===== src/conv_mode_pkg.sv =====
// Package with register layout, mode codes and carrier types for the input conversion mode block.
package conv_mode_pkg;

    localparam logic [3:0] REG_MODE_OFFSET = 4'h0;
    localparam logic [3:0] REG_SIZE_OFFSET = 4'h4;
    localparam logic [3:0] REG_STATUS_OFFSET = 4'h8;

    localparam int BIT_MODE2 = 4;
    localparam int BIT_MEM_SWAP = 3;
    localparam int BIT_PORT_SWAP = 2;
    localparam int BIT_MODE1 = 1;
    localparam int BIT_MODE0 = 0;

    localparam logic [15:0] MODE_RESET = 16'h0000;
    localparam logic [15:0] MODE_WRITE_MASK = 16'h001F;

    typedef enum logic [2:0]
    {
        MODE_NORMAL = 3'b000,
        MODE_YUV = 3'b001,
        MODE_DYUV = 3'b010,
        MODE_PASS16 = 3'b011,
        MODE_STEP8 = 3'b100,
        MODE_BAD5 = 3'b101,
        MODE_BAD6 = 3'b110,
        MODE_PASS8 = 3'b111
    } conv_mode_t;

    typedef struct packed
    {
        logic valid;
        logic [15:0] data;
    } word_t;

endpackage : conv_mode_pkg


===== src/byte_swapper.sv =====
// Conditional exchange of the two bytes of a 16-bit word.
`timescale 1ns/1ps
`default_nettype none
module byte_swapper
(
    input wire logic swap_i,
    input wire logic [15:0] word_i,
    output logic [15:0] word_o
);
    always_comb
    begin
        word_o = swap_i ? {word_i[7:0], word_i[15:8]} : word_i;
    end
endmodule : byte_swapper
`default_nettype wire


===== src/pixel_counter.sv =====
// Down counter of remaining pixels for a conversion run.
`timescale 1ns/1ps
`default_nettype none
module pixel_counter
#(
    parameter int WIDTH = 32
)
(
    input wire logic clk_i,
    input wire logic rst_i,
    input wire logic load_i,
    input wire logic [WIDTH-1:0] load_value_i,
    input wire logic dec_i,
    output logic [WIDTH-1:0] count_o,
    output logic last_o
);
    logic [WIDTH-1:0] count_reg;
    logic [WIDTH-1:0] count_next;

    always_comb
    begin
        count_next = count_reg;
        if (load_i)
        begin
            count_next = load_value_i;
        end
        else if (dec_i && count_reg != '0)
        begin
            count_next = count_reg - WIDTH'(1);
        end
    end

    always_ff @(posedge clk_i)
    begin
        if (rst_i)
        begin
            count_reg <= '0;
        end
        else
        begin
            count_reg <= count_next;
        end
    end

    assign count_o = count_reg;
    assign last_o = dec_i && (count_reg == WIDTH'(1));
endmodule : pixel_counter
`default_nettype wire


===== src/input_data_conversion_mode.sv =====
// Input conversion mode register with byte-swap steering on the memory and image port write paths.
// Operation
// RULE1: Software should not rewrite the mode register while a conversion runs, else behaviour is unstable for a while.
// RULE2: Reset clears every mode register bit, the mode field and both swap bits included.
// RULE3: Software writes zero into the reserved bits 15 to 5 of the mode register.
// RULE4: The three-bit mode field at bits 4, 1 and 0 selects whether input data is converted to RGB before storage.
// RULE5: The memory-write swap bit 3 acts only when the mode is 000 and the DMA mode bits are 00 or 01.
// RULE6: An active memory-write swap exchanges the two bytes of each 16-bit host word write to memory.
// RULE7: The memory-write swap never touches register writes or memory reads.
// RULE8: The image-port swap bit 2 acts only for modes 001, 010, 011 or 111 with DMA mode bits 00 or 11.
// RULE9: An active image-port swap exchanges the two bytes of each 16-bit word through the image entry port.
// RULE10: Mode 000 is normal operation with no image entry port transfers.
// RULE11: Modes 001, 010 and 011 load width times height pixels, count down per pixel and self-clear to 000 at zero.
// RULE12: For mode 111 software gives the width as transfer words and reaches the mode through 100.
// RULE13: Software never sets modes 101 or 110; 100 precedes 111 and 000 precedes 011.
// RULE14: A read returns the stored mode register with reserved bits as zero.
`timescale 1ns/1ps
`default_nettype none
module input_data_conversion_mode
#(
    parameter int DIM_WIDTH = 16
)
(
    input wire logic clk_i,
    input wire logic rst_i,
    // Classic Wishbone slave.
    input wire logic wb_cyc_i,
    input wire logic wb_stb_i,
    input wire logic wb_we_i,
    input wire logic [3:0] wb_adr_i,
    input wire logic [3:0] wb_sel_i,
    input wire logic [31:0] wb_dat_i,
    output logic [31:0] wb_dat_o,
    output logic wb_ack_o,
    // DMA mode from the transfer controller.
    input wire logic [1:0] dma_mode_i,
    // Host word write toward graphics memory.
    input wire conv_mode_pkg::word_t mem_wr_i,
    output conv_mode_pkg::word_t mem_wr_o,
    // Host word read from graphics memory, passed unchanged.
    input wire conv_mode_pkg::word_t mem_rd_i,
    output conv_mode_pkg::word_t mem_rd_o,
    // Image entry port words, one per processed pixel.
    input wire conv_mode_pkg::word_t image_entry_port_i,
    output conv_mode_pkg::word_t image_entry_port_o,
    output logic [2:0] conv_mode_o,
    output logic busy_o
);
    localparam int CNT_W = 2 * DIM_WIDTH;

    initial
    begin
        if (DIM_WIDTH < 1 || DIM_WIDTH > 16)
        begin
            $error("DIM_WIDTH must lie between 1 and 16");
        end
    end

    ////////////////////////////////////////////////////////////////////////////////
    // Register state.

    logic [15:0] mode_reg;
    logic [15:0] mode_next;
    logic [DIM_WIDTH-1:0] width_reg;
    logic [DIM_WIDTH-1:0] width_next;
    logic [DIM_WIDTH-1:0] height_reg;
    logic [DIM_WIDTH-1:0] height_next;
    logic ack_reg;
    logic ack_next;
    logic [31:0] rdata_reg;
    logic [31:0] rdata_next;

    logic [2:0] mode_field;
    logic bus_req;
    logic wr_mode;
    logic wr_size;
    logic cnt_load;
    logic cnt_last;
    logic [CNT_W-1:0] cnt_value;
    logic running;
    logic mem_swap_en;
    logic port_swap_en;
    logic port_pixel;
    logic [15:0] mem_swapped;
    logic [15:0] port_swapped;

    // RULE4
    assign mode_field = {mode_reg[conv_mode_pkg::BIT_MODE2], mode_reg[conv_mode_pkg::BIT_MODE1],
                         mode_reg[conv_mode_pkg::BIT_MODE0]};

    // A new request only starts while no ack is pending, giving one ack per classic cycle.
    assign bus_req = wb_cyc_i && wb_stb_i && !ack_reg;
    assign wr_mode = bus_req && wb_we_i && (wb_adr_i == conv_mode_pkg::REG_MODE_OFFSET) && wb_sel_i[0];
    assign wr_size = bus_req && wb_we_i && (wb_adr_i == conv_mode_pkg::REG_SIZE_OFFSET);

    // RULE11
    assign running = (mode_field == conv_mode_pkg::MODE_YUV) || (mode_field == conv_mode_pkg::MODE_DYUV)
                     || (mode_field == conv_mode_pkg::MODE_PASS16) || (mode_field == conv_mode_pkg::MODE_PASS8);

    ////////////////////////////////////////////////////////////////////////////////
    // Pixel count, loaded when a write enters a counting mode from a non-counting one.

    always_comb
    begin
        cnt_load = 1'b0;
        if (wr_mode && !running)
        begin
            case (conv_mode_pkg::conv_mode_t'({wb_dat_i[conv_mode_pkg::BIT_MODE2], wb_dat_i[conv_mode_pkg::BIT_MODE1],
                                               wb_dat_i[conv_mode_pkg::BIT_MODE0]}))
                conv_mode_pkg::MODE_YUV,
                conv_mode_pkg::MODE_DYUV,
                conv_mode_pkg::MODE_PASS16,
                conv_mode_pkg::MODE_PASS8: cnt_load = 1'b1; // RULE11
                default: cnt_load = 1'b0;
            endcase
        end
    end

    // RULE10
    assign port_pixel = running && image_entry_port_i.valid;

    pixel_counter #(
        .WIDTH(CNT_W)
    ) u_pixel_counter (
        .clk_i(clk_i),
        .rst_i(rst_i),
        .load_i(cnt_load),
        .load_value_i(CNT_W'(width_reg) * CNT_W'(height_reg)),
        .dec_i(port_pixel),
        .count_o(cnt_value),
        .last_o(cnt_last)
    );

    ////////////////////////////////////////////////////////////////////////////////
    // Register file next state.

    always_comb
    begin
        mode_next = mode_reg;
        width_next = width_reg;
        height_next = height_reg;
        ack_next = bus_req;
        rdata_next = 32'h0000_0000;
        if (wr_mode)
        begin
            // Reserved bits are dropped even if software violates the zero-write convention.
            mode_next = wb_dat_i[15:0] & conv_mode_pkg::MODE_WRITE_MASK; // RULE3
        end
        if (wr_size)
        begin
            if (wb_sel_i[1:0] != 2'b00)
            begin
                width_next = wb_dat_i[DIM_WIDTH-1:0];
            end
            if (wb_sel_i[3:2] != 2'b00)
            begin
                height_next = wb_dat_i[16+DIM_WIDTH-1:16];
            end
        end
        // The hardware clear wins over a software write in the same cycle so the run ends cleanly.
        if (cnt_last)
        begin
            mode_next[conv_mode_pkg::BIT_MODE2] = 1'b0; // RULE11
            mode_next[conv_mode_pkg::BIT_MODE1] = 1'b0;
            mode_next[conv_mode_pkg::BIT_MODE0] = 1'b0;
        end
        if (bus_req && !wb_we_i)
        begin
            case (wb_adr_i)
                conv_mode_pkg::REG_MODE_OFFSET: rdata_next = {16'h0000, mode_reg & conv_mode_pkg::MODE_WRITE_MASK}; // RULE14
                conv_mode_pkg::REG_SIZE_OFFSET: rdata_next = {16'(height_reg), 16'(width_reg)};
                conv_mode_pkg::REG_STATUS_OFFSET: rdata_next = 32'(cnt_value);
                default: rdata_next = 32'h0000_0000;
            endcase
        end
    end

    always_ff @(posedge clk_i)
    begin
        if (rst_i)
        begin
            mode_reg <= conv_mode_pkg::MODE_RESET; // RULE2
            width_reg <= '0;
            height_reg <= '0;
            ack_reg <= 1'b0;
            rdata_reg <= 32'h0000_0000;
        end
        else
        begin
            mode_reg <= mode_next;
            width_reg <= width_next;
            height_reg <= height_next;
            ack_reg <= ack_next;
            rdata_reg <= rdata_next;
        end
    end

    ////////////////////////////////////////////////////////////////////////////////
    // Data paths.

    always_comb
    begin
        mem_swap_en = mode_reg[conv_mode_pkg::BIT_MEM_SWAP] && (mode_field == conv_mode_pkg::MODE_NORMAL)
                      && (dma_mode_i == 2'b00 || dma_mode_i == 2'b01); // RULE5
        port_swap_en = mode_reg[conv_mode_pkg::BIT_PORT_SWAP] && running
                       && (dma_mode_i == 2'b00 || dma_mode_i == 2'b11); // RULE8
    end

    byte_swapper u_mem_swap (
        .swap_i(mem_swap_en), // RULE6
        .word_i(mem_wr_i.data),
        .word_o(mem_swapped)
    );

    byte_swapper u_port_swap (
        .swap_i(port_swap_en), // RULE9
        .word_i(image_entry_port_i.data),
        .word_o(port_swapped)
    );

    conv_mode_pkg::word_t mem_wr_reg;
    conv_mode_pkg::word_t mem_wr_next;
    conv_mode_pkg::word_t mem_rd_reg;
    conv_mode_pkg::word_t mem_rd_next;
    conv_mode_pkg::word_t port_reg;
    conv_mode_pkg::word_t port_next;
    logic [2:0] mode_out_reg;
    logic busy_reg;

    always_comb
    begin
        mem_wr_next = '{valid: mem_wr_i.valid, data: mem_swapped};
        mem_rd_next = mem_rd_i; // RULE7
        port_next = '{valid: port_pixel, data: port_swapped}; // RULE10
    end

    always_ff @(posedge clk_i)
    begin
        if (rst_i)
        begin
            mem_wr_reg <= '0;
            mem_rd_reg <= '0;
            port_reg <= '0;
            mode_out_reg <= 3'b000;
            busy_reg <= 1'b0;
        end
        else
        begin
            mem_wr_reg <= mem_wr_next;
            mem_rd_reg <= mem_rd_next;
            port_reg <= port_next;
            mode_out_reg <= mode_next[4] ? {1'b1, mode_next[1:0]} : {1'b0, mode_next[1:0]};
            busy_reg <= cnt_load || (running && !cnt_last);
        end
    end

    assign wb_ack_o = ack_reg;
    assign wb_dat_o = rdata_reg;
    assign mem_wr_o = mem_wr_reg;
    assign mem_rd_o = mem_rd_reg;
    assign image_entry_port_o = port_reg;
    assign conv_mode_o = mode_out_reg;
    assign busy_o = busy_reg;
endmodule : input_data_conversion_mode
`default_nettype wire


===== config.mk =====
export PLATFORM = sky130hd
export DESIGN_NAME = input_data_conversion_mode
export DESIGN_NICKNAME = d
export VERILOG_FILES = /design/src/conv_mode_pkg.sv /design/src/byte_swapper.sv /design/src/pixel_counter.sv /design/src/input_data_conversion_mode.sv
export SDC_FILE = /design/constraint.sdc
export NUM_CORES = 1
export LEC_CHECK = 0
export BUFFER_PORTS_ARGS = -buffer_cell sky130_fd_sc_hd__buf_2
export CAP_MARGIN = 30
export CORE_ASPECT_RATIO = 1.5
export CORE_UTILIZATION = 60
export DETAILED_ROUTE_END_ITERATION = 12
export PLACE_DENSITY_LB_ADDON = 0.15
export SLEW_MARGIN = 20
export SYNTH_ARGS = -nofsm -noshare
export SYNTH_HDL_FRONTEND = slang
export SYNTH_SLANG_ARGS = --single-unit

===== constraint.sdc =====
create_clock -name clk_i -period 7.5 [get_ports clk_i]
set_clock_uncertainty 0.15 [all_clocks]
set_input_delay 1.125 -clock clk_i [delete_from_list [all_inputs] [get_ports clk_i]]
set_output_delay 1.125 -clock clk_i [all_outputs]
set_load 0.02 [all_outputs]

* Word level (Yosys, flattened, before mapping)
Index checks and enable logic that the tools add are counted.
Cells by class: reduce and logical (&&, ||, !) cells 37, multiply operators 1, add/subtract/negate cells 1, mux-type cells 11, bitwise operators 1, equality and inequality tests 13
Operators by type and width (count):
- case mux 32 bit (3 select lines) | 1
- 2-to-1 mux 32 bit | 2
- equality test 32 x 1 -> 1 bit (second input constant) | 1
- multiplier 16 x 16 -> 32 bit | 1
- 2-to-1 mux 16 bit | 2
- nonzero test 32 bit | 1
- subtractor 32 x 1 -> 32 bit (second input constant) | 1
- logical AND 1 bit | 16
- equality test 3 x 2 -> 1 bit (second input constant) | 4
- equality test 3 x 1 -> 1 bit (second input constant) | 2
- equality test 3 bit (second input constant) | 2
- logical OR 1 bit | 6
- nonzero test 2 bit | 3
- 2-to-1 mux 5 bit | 1
- equality test 4 x 3 -> 1 bit (second input constant) | 1
- equality test 4 bit (second input constant) | 1
- zero test 1 bit | 4
- zero test 4 bit | 1
- AND reduction 2 bit | 2
- OR reduction 4 bit | 1
- zero test 3 bit | 1
- 2-to-1 mux 1 bit | 3
- 2-to-1 mux 3 bit | 1
- equality test 2 x 1 -> 1 bit (second input constant) | 1
- 5 further kinds | 5
Storage, ports and cells: input bits 98, register bits 157, output and inout port bits 88

* Depth between registers and ports, before layout
Gate-level depths: netlist of run 1.
depth after elaboration 9, depth in mapped cells 24, gate-level depth less buffers 21

* By module
From an unflattened synthesis of run 1, not the netlist that was laid out.
Unflattened totals: cells, all modules 1728, area total of the unflattened synthesis 15248.4 um^2
By module, submodules not included:
- input_data_conversion_mode | area an instance 12653.4 um^2, sequential area each 2442.3 um^2, times used 1, cells an instance 1436
- pixel_counter | area an instance 2097.0 um^2, sequential area each 640.6 um^2, times used 1, cells an instance 256
- byte_swapper | area an instance 249.0 um^2, sequential area each 0.0 um^2, times used 2, cells an instance 18

* Least setup slack after synthesis of run 1
Ideal clock, no wire load.
path type register -> register, start point reg height_reg[7], end point reg u_pixel_counter.count_reg[30] (netlist: u_pixel_counter.count_o[30]), stages on the path, launching flop included 24, clock period less this slack 6.296 ns, slack 1.204 ns, arrival 6.061 ns, buffers on the path 3, setup time 0.086 ns, cells stage by stage dfxtp_1 -> clkbuf_1 -> clkbuf_1 -> nand2_1 -> fa_1 -> inv_1 -> fa_1 -> inv_1 -> fa_1 -> inv_1 -> fa_1 -> fa_1 -> inv_1 -> fa_1 -> inv_1 -> ha_1 -> clkbuf_1 -> nand3_1 -> or4_1 -> o21ai_1 -> a31oi_1 -> o221a_2 -> xor2_1 -> a211oi_1
Between the ends: word-level cells in the longest chain between the ends 2
RTL lines:
- start: declaration | line input_data_conversion_mode.sv:66 | logic [DIM_WIDTH-1:0] height_reg;
- start signal: assignment | line input_data_conversion_mode.sv:192 | height_reg <= height_next;
- multiplier 16 x 16 -> 32 bit | line input_data_conversion_mode.sv:128 | .load_value_i(CNT_W'(width_reg) * CNT_W'(height_reg)),
- 2-to-1 mux 32 bit | line pixel_counter.sv:23 | if (load_i)
- end signal: assignment | line pixel_counter.sv:41 | count_reg <= count_next;
- end: declaration | line pixel_counter.sv:17 | logic [WIDTH-1:0] count_reg;
Every way passes these cells. A chain may end at the register's enable or synchronous reset.

* Final worst setup path of run 1
start point reg height_reg[3], end point reg u_pixel_counter.count_reg[31] (netlist: u_pixel_counter.count_o[31])
The elaborated chain is that of the path after synthesis.

==> results of run 1 <==
## final cells by class
type | count | area, um^2
clock buffer | 20 | 447
clock inverter | 12 | 185
fill | 1940 | 7410
inverter | 236 | 886
multi-input combinational | 1187 | 10200
sequential | 154 | 3080
tap | 319 | 399
timing repair buffer | 207 | 1100
## logic make-up after synthesis
kind of cell    share of synthesized area (%)
mux                                      1.59
simple gates                             19.5
buf+inv                                  8.62
flops                                    21.2
xor+xnor                                 3.13
compound gates                           9.92
fa+ha+maj                                36.0
## stage by stage
step | utilization (%) | setup WS, ps
2_1_floorplan | - | 1200
5_1_grt | 68.8 | 191
4_1_cts | 68.8 | 641
3_5_place_dp | 66.1 | 674
6_report | 68.8 | 601
3_3_place_gp | 66.0 | 839
## final timing paths
path / slack [ps] / to / startpoint
worst max-delay path: 600 / u_pixel_counter.count_o[31]$_SDFFE_PP0P_ / height_reg[3]$_SDFFE_PP0P_
worst min-delay path: 310 / height_reg[14]$_SDFFE_PP0P_ / height_reg[14]$_SDFFE_PP0P_
worst min register to register: 310 / height_reg[14]$_SDFFE_PP0P_ / height_reg[14]$_SDFFE_PP0P_
worst max register to register: 600 / u_pixel_counter.count_o[31]$_SDFFE_PP0P_ / height_reg[3]$_SDFFE_PP0P_
## synth_stat cells (23+ instances only)
master / instances / area (um^2)
fa_1: 194 / 3880
nand2_1: 272 / 1020
nor2_1: 96 / 360
a21oi_1: 80 / 400
clkbuf_1: 89 / 334
dfxtp_1: 154 / 3080
xor2_1: 23 / 201
inv_1: 236 / 886
xnor2_1: 29 / 254
ha_1: 108 / 1350
a22oi_1: 28 / 210
and2_1: 122 / 763
## layout by cell type, fill, tap and decap left out, types with 4 or more instances in the layout
master and n:
a211oi_1 20, a21boi_0 4, a21o_1 13, a21oi_1 80, a222oi_1 5, a22oi_1 28
a31oi_1 7, and2_1 122, and3_1 4, buf_2 184, buf_4 22, bufinv_16 4
clkbuf_16 17, dfxtp_1 154, fa_1 194, ha_1 108, inv_1 236, inv_6 4
mux2i_1 22, nand2_1 272, nand2b_1 5, nand3_1 9, nand4_1 5, nor2_1 96
nor2b_1 21, nor3_1 10, nor4_1 6, nor4b_1 4, o211ai_1 7, o21a_1 5
o21ai_0 20, o21bai_1 5, o22ai_1 10, or3_1 5, or4_1 5, xnor2_1 29
xor2_1 23
## power by group through the flow
stage	Sequential [mW]	Combinational, mW	Clock, mW
after floorplan	0.875	0.0313	0
after global placement	0.857	0.101	0
after detailed placement	0.858	0.104	0
after CTS	0.840	0.104	0.934
after global routing	0.841	0.112	0.968
final	0.840	0.104	0.929
## critical path, cell delays in order (launching register included)
cell and delay [ps]:
dfxtp_1 1010, nand2_1 160, fa_1 540, inv_1 60
fa_1 540, ha_1 140, inv_1 50, fa_1 480
fa_1 560, inv_1 50, fa_1 460, ha_1 360
and3_1 200, a221oi_1 600, o22ai_1 230, o21ai_0 250
o21ai_0 200, a2111oi_0 420, a2111oi_0 160, a211oi_2 210
## metal layers
metal	track usage (%)	part of all wire [%]	routed length (um)	vias up
li1	-	-	-	5554
met1	37.9	35	14300	5986
met2	63.2	52	21500	574
met3	5.82	6.5	2700	159
met4	23.7	7.0	2880	0
met5	0	0	0	-
==> flow_summary_export.csv, run 1 <==
group,metric,value,unit
status,status,"complete, no violations",
clock_tree,ctsResizeCount,0,
clock_tree,clk_pin_slew,60,ps
timing,min_period,6900,ps
worst_hold_path,hp-class,"reg -> reg",
synthesis,ys_ff_latch,154,
layout,antenna_cells,0,
synthesis,yosysWarnings,0,
placed_design,port-buffer-count,185,
grt,grt_first_pass_wirelength,65.6,mm
power_and_ir_drop,p_sw_share,22.9,%
power_and_ir_drop,clkPwrFrac,49.6,%
worst_hold_path,holdPathStages,2,
clock_tree,postCtsSetupRepairBufs,0,
placed_design,placed_area,15700,um^2
synthesis,synth_edf_count,0,
power_and_ir_drop,p_comb_share,5.5,%
clock_tree,cts_max_level,4,
synthesis,synth_area,14500,um^2
drt,drc,0,
floorplan,ios,186,
synthesis,async_flop_share,0,%
timing,setup_viol,0,
grt,grt_max_degree,75,
floorplan,rows,69,
timing,fmaxAchievable,145,MHz
synthesis,syn-instance-count,1672,
power_and_ir_drop,total_power,1.87,mW
setup_path,cp.arrival,7090,ps
timing,worst_pin_slew,1040,ps
clock_tree,cts_tree,"built",
power_and_ir_drop,switching_power,0.428,mW
setup_path,cp-start-kind,"flip-flop",
drt,wl,41.4,mm
layout,final_nets,2203,
floorplan,dieArea,24900,um^2
drt,routedWlPerCell,19.4,um
layout,drive_above_1_share,14.4,%
clock_tree,clk_latency,430,ps
timing,hold_viol,0,
clock_tree,cts_buffers,17,
grt,grt_pass1_vias,12800,
grt,grt_util_all_layers,35.3,%
drt,drt_first_pass_iters,5,
setup_path,ff2ff_path_depth,19,
synthesis,ys.flop_type,"dfxtp_1",
power_and_ir_drop,cellInternalPower,1.44,mW
setup_path,cp_max_fo,18,
floorplan,fp.dieW,129,um
synthesis,syn_nets,2072,
placed_design,dp_hpwl,32.0,mm
timing,slew_violations,0,
power_and_ir_drop,seq_power_share,44.9,%
setup_path,end_kind,"flip-flop",
power_and_ir_drop,p_leak,7.92,nW
power_and_ir_drop,powerDensity,115,nW/um^2
setup_path,worstPathRequired,7690,ps
placed_design,dp.cells,2103,
drt,drtIter0Drc,691,
timing,tns,0,ps
power_and_ir_drop,peakVddDrop,0.000245,V
drt,route.vias.total,12300,
timing,rsz0062_at_grt,"no",
layout,final_cells,2135,
grt,grt_overflow,0,
layout,design_area,16300,um^2
synthesis,yosysSeqAreaShare,21.2,%
placed_design,routabilityCongestion,0.916,
synthesis,synth.distinct_cells,62,
clock_tree,cts.root.buffer_cell,"clkbuf_16",
flow_run,cap_violations,0,
grt,grt_antenna_before_repair,0,
clock_tree,holdBufCountCts,0,
setup_path,critPathKind,"reg -> reg",
floorplan,coreArea,23700,um^2
floorplan,initial_core_util,61.2,%
drt,drt.antenna.violating_nets,0,
clock_tree,clock_sinks,154,
floorplan,die_h,193,um
timing,fin_crit_sh,92.0,%
timing,whs,307,ps
clock_tree,cts_buffer_depth,2,
timing,slew_headroom,30.3,%
layout,area_growth,12.3,%
drt,viasPerCell,5.75,
synthesis,postSynthAreaPerCell,8.69,um^2
No activity file was read; power rests on OpenSTA's default activity.
==> run 2: changes to the inputs <==
CTS_CLUSTER_DIAMETER = 100   (was not set)
HOLD_SLACK_MARGIN = 0.08   (was not set)
REMOVE_ABC_BUFFERS = 1   (was not set)
==> flow_summary_export.csv, run 2 (synthesized netlist as in run 1, its figures left out) <==
group,metric,value,unit
status,status,"complete, no violations",
setup_path,worstPathRequired,7640,ps
setup_path,cp_max_fo,18,
placed_design,post-place-ws,718,ps
timing,rsz0062_at_grt,"no",
power_and_ir_drop,p_leak,7.93,nW
floorplan,ios,186,
drt,wl,39.6,mm
placed_design,placed_area,15700,um^2
clock_tree,ctsResizeCount,0,
worst_hold_path,min_from,"wb_ack_o$_SDFF_PP0_",
timing,whs,322,ps
timing,fin_crit_sh,91.4,%
drt,drt_first_pass_iters,8,
clock_tree,clk_latency,440,ps
clock_tree,cts_buffers,17,
grt,grt_overflow,0,
floorplan,fp.dieW,129,um
setup_path,cp-start-kind,"flip-flop",
timing,slew_violations,0,
layout,drive_above_1_share,14.7,%
timing,min_period,6850,ps
clock_tree,cts_max_level,4,
layout,final_nets,2206,
power_and_ir_drop,clkPwrFrac,48.4,%
drt,drc,0,
worst_hold_path,holdPathEnd,"wb_ack_o$_SDFF_PP0_",
power_and_ir_drop,total_power,1.83,mW
power_and_ir_drop,peakVddDrop,0.000156,V
grt,grt_antenna_before_repair,0,
worst_hold_path,hp-class,"reg -> reg",
placed_design,port-buffer-count,185,
clock_tree,cts.root.buffer_cell,"clkbuf_16",
setup_path,ff2ff_path_depth,19,
floorplan,initial_core_util,61.2,%
clock_tree,cts_buffer_depth,2,
floorplan,rows,69,
drt,drtIter0Drc,786,
power_and_ir_drop,p_comb_share,5.7,%
timing,fmaxAchievable,146,MHz
layout,antenna_cells,0,
power_and_ir_drop,powerDensity,112,nW/um^2
grt,grt_max_degree,58,
floorplan,dieArea,24900,um^2
grt,grt_pass1_vias,12600,
layout,final_cell_mix,"nand2_1, inv_1, fa_1, buf_2, dfxtp_1",
layout,utilization,68.7,%
drt,routedWlPerCell,18.5,um
timing,timing.final.ws_setup,645,ps
setup_path,cp.arrival,6990,ps
timing,hold_viol,0,
clock_tree,cts_tree,"built",
clock_tree,holdBufCountCts,0,
timing,setup_viol,0,
setup_path,rrSetupSlack,650,ps
power_and_ir_drop,p_sw_share,27.1,%
layout,fill_cells,1960,
timing,tns,0,ps
placed_design,routabilityCongestion,0.929,
power_and_ir_drop,cellInternalPower,1.33,mW
floorplan,die_h,193,um
setup_path,critPathKind,"reg -> reg",
power_and_ir_drop,switching_power,0.495,mW
setup_path,r2r-start,"width_reg[10]$_SDFFE_PP0P_",
layout,design_area,16300,um^2
grt,grt_util_all_layers,34.2,%
timing,slew_headroom,35.7,%
flow_run,cap_violations,0,
clock_tree,clk_pin_slew,80,ps
layout,final_cells,2138,
layout,final_common_cell,"nand2_1",
drt,route.vias.total,12200,
timing,worst_pin_slew,965,ps
grt,grt_first_pass_wirelength,64.2,mm
floorplan,coreArea,23700,um^2
placed_design,dp_hpwl,30.9,mm
clock_tree,clock_sinks,154,
setup_path,worstReg2RegEnd,"u_pixel_counter.count_o[31]$_SDFFE_PP0P_",
drt,drt.antenna.violating_nets,0,
worst_hold_path,holdPathStages,1,
drt,viasPerCell,5.71,
layout,area_growth,12.3,%
placed_design,dp.cells,2105,
power_and_ir_drop,seq_power_share,45.9,%
setup_path,end_kind,"flip-flop",
clock_tree,postCtsSetupRepairBufs,0,
run 2: cell count changes in the layout (fill, tap and decap cells not counted), moves of 2 or more:
cell | before | now
bufinv_16 | 4 | 0
inv_6 | 4 | 1
clkbuf_1 | 2 | 0
clkinv_8 | 0 | 4
inv_8 | 0 | 6
buf_4 | 22 | 26
run 2: critical path: stages (launching register included):
cell       delay [ps]
dfxtp_1           810
nand2_1           180
fa_1              540
fa_1              570
fa_1              450
fa_1              550
inv_1              50
fa_1              470
inv_1              50
fa_1              510
inv_1              50
ha_1              360
and3_1            200
nand4_1            90
o22ai_1           370
o21ai_0           190
o21ai_0           360
a2111oi_0         180
a2111oi_0         510
a211oi_2           80
run 2: worst max-delay path by stage:
| stage | from | endpoint | slack (ps) |
|---|---|---|---|
| 2_1_floorplan | height_reg[7]$_SDFFE_PP0P_ | u_pixel_counter.count_o[30]$_SDFFE_PP0P_ | 1550 |
| 3_3_place_gp | width_reg[9]$_SDFFE_PP0P_ | u_pixel_counter.count_o[31]$_SDFFE_PP0P_ | 870 |
| 3_5_place_dp | width_reg[10]$_SDFFE_PP0P_ | u_pixel_counter.count_o[31]$_SDFFE_PP0P_ | 720 |
| 4_1_cts | width_reg[10]$_SDFFE_PP0P_ | u_pixel_counter.count_o[31]$_SDFFE_PP0P_ | 670 |
| 5_1_grt | width_reg[7]$_SDFFE_PP0P_ | u_pixel_counter.count_o[31]$_SDFFE_PP0P_ | 260 |
| 6_report | width_reg[10]$_SDFFE_PP0P_ | u_pixel_counter.count_o[31]$_SDFFE_PP0P_ | 650 |
run 2: final cells by class:
type	instances	area, um^2	area share [%]
Clock buffer	18	439	2.69
Multi-Input combinational cell	1187	10200	62.7
Timing Repair Buffer	210	1120	6.84
Tap cell	319	399	2.45
Inverter	236	886	5.43
Clock inverter	14	168	1.03
Sequential cell	154	3080	18.9
run 2: power groups by stage:
| stage | registers (mW) | clock network, mW | logic [mW] |
|---|---|---|---|
| 2_1_floorplan | 0.876 | 0 | 0.0215 |
| 3_3_place_gp | 0.857 | 0 | 0.102 |
| 3_5_place_dp | 0.858 | 0 | 0.104 |
| 4_1_cts | 0.839 | 0.899 | 0.104 |
| 5_1_grt | 0.841 | 0.936 | 0.112 |
| 6_report | 0.839 | 0.885 | 0.104 |
run 2: layer usage:
layer | GRT usage [%] | part of all wire [%] | vias up | wire [um]
li1 | - | - | 5554 | -
met1 | 40.6 | 38 | 5925 | 15000
met2 | 59.2 | 50 | 607 | 19800
met3 | 7.40 | 8.3 | 116 | 3270
met4 | 14.8 | 4.0 | 0 | 1590
met5 | 0 | 0 | - | 0
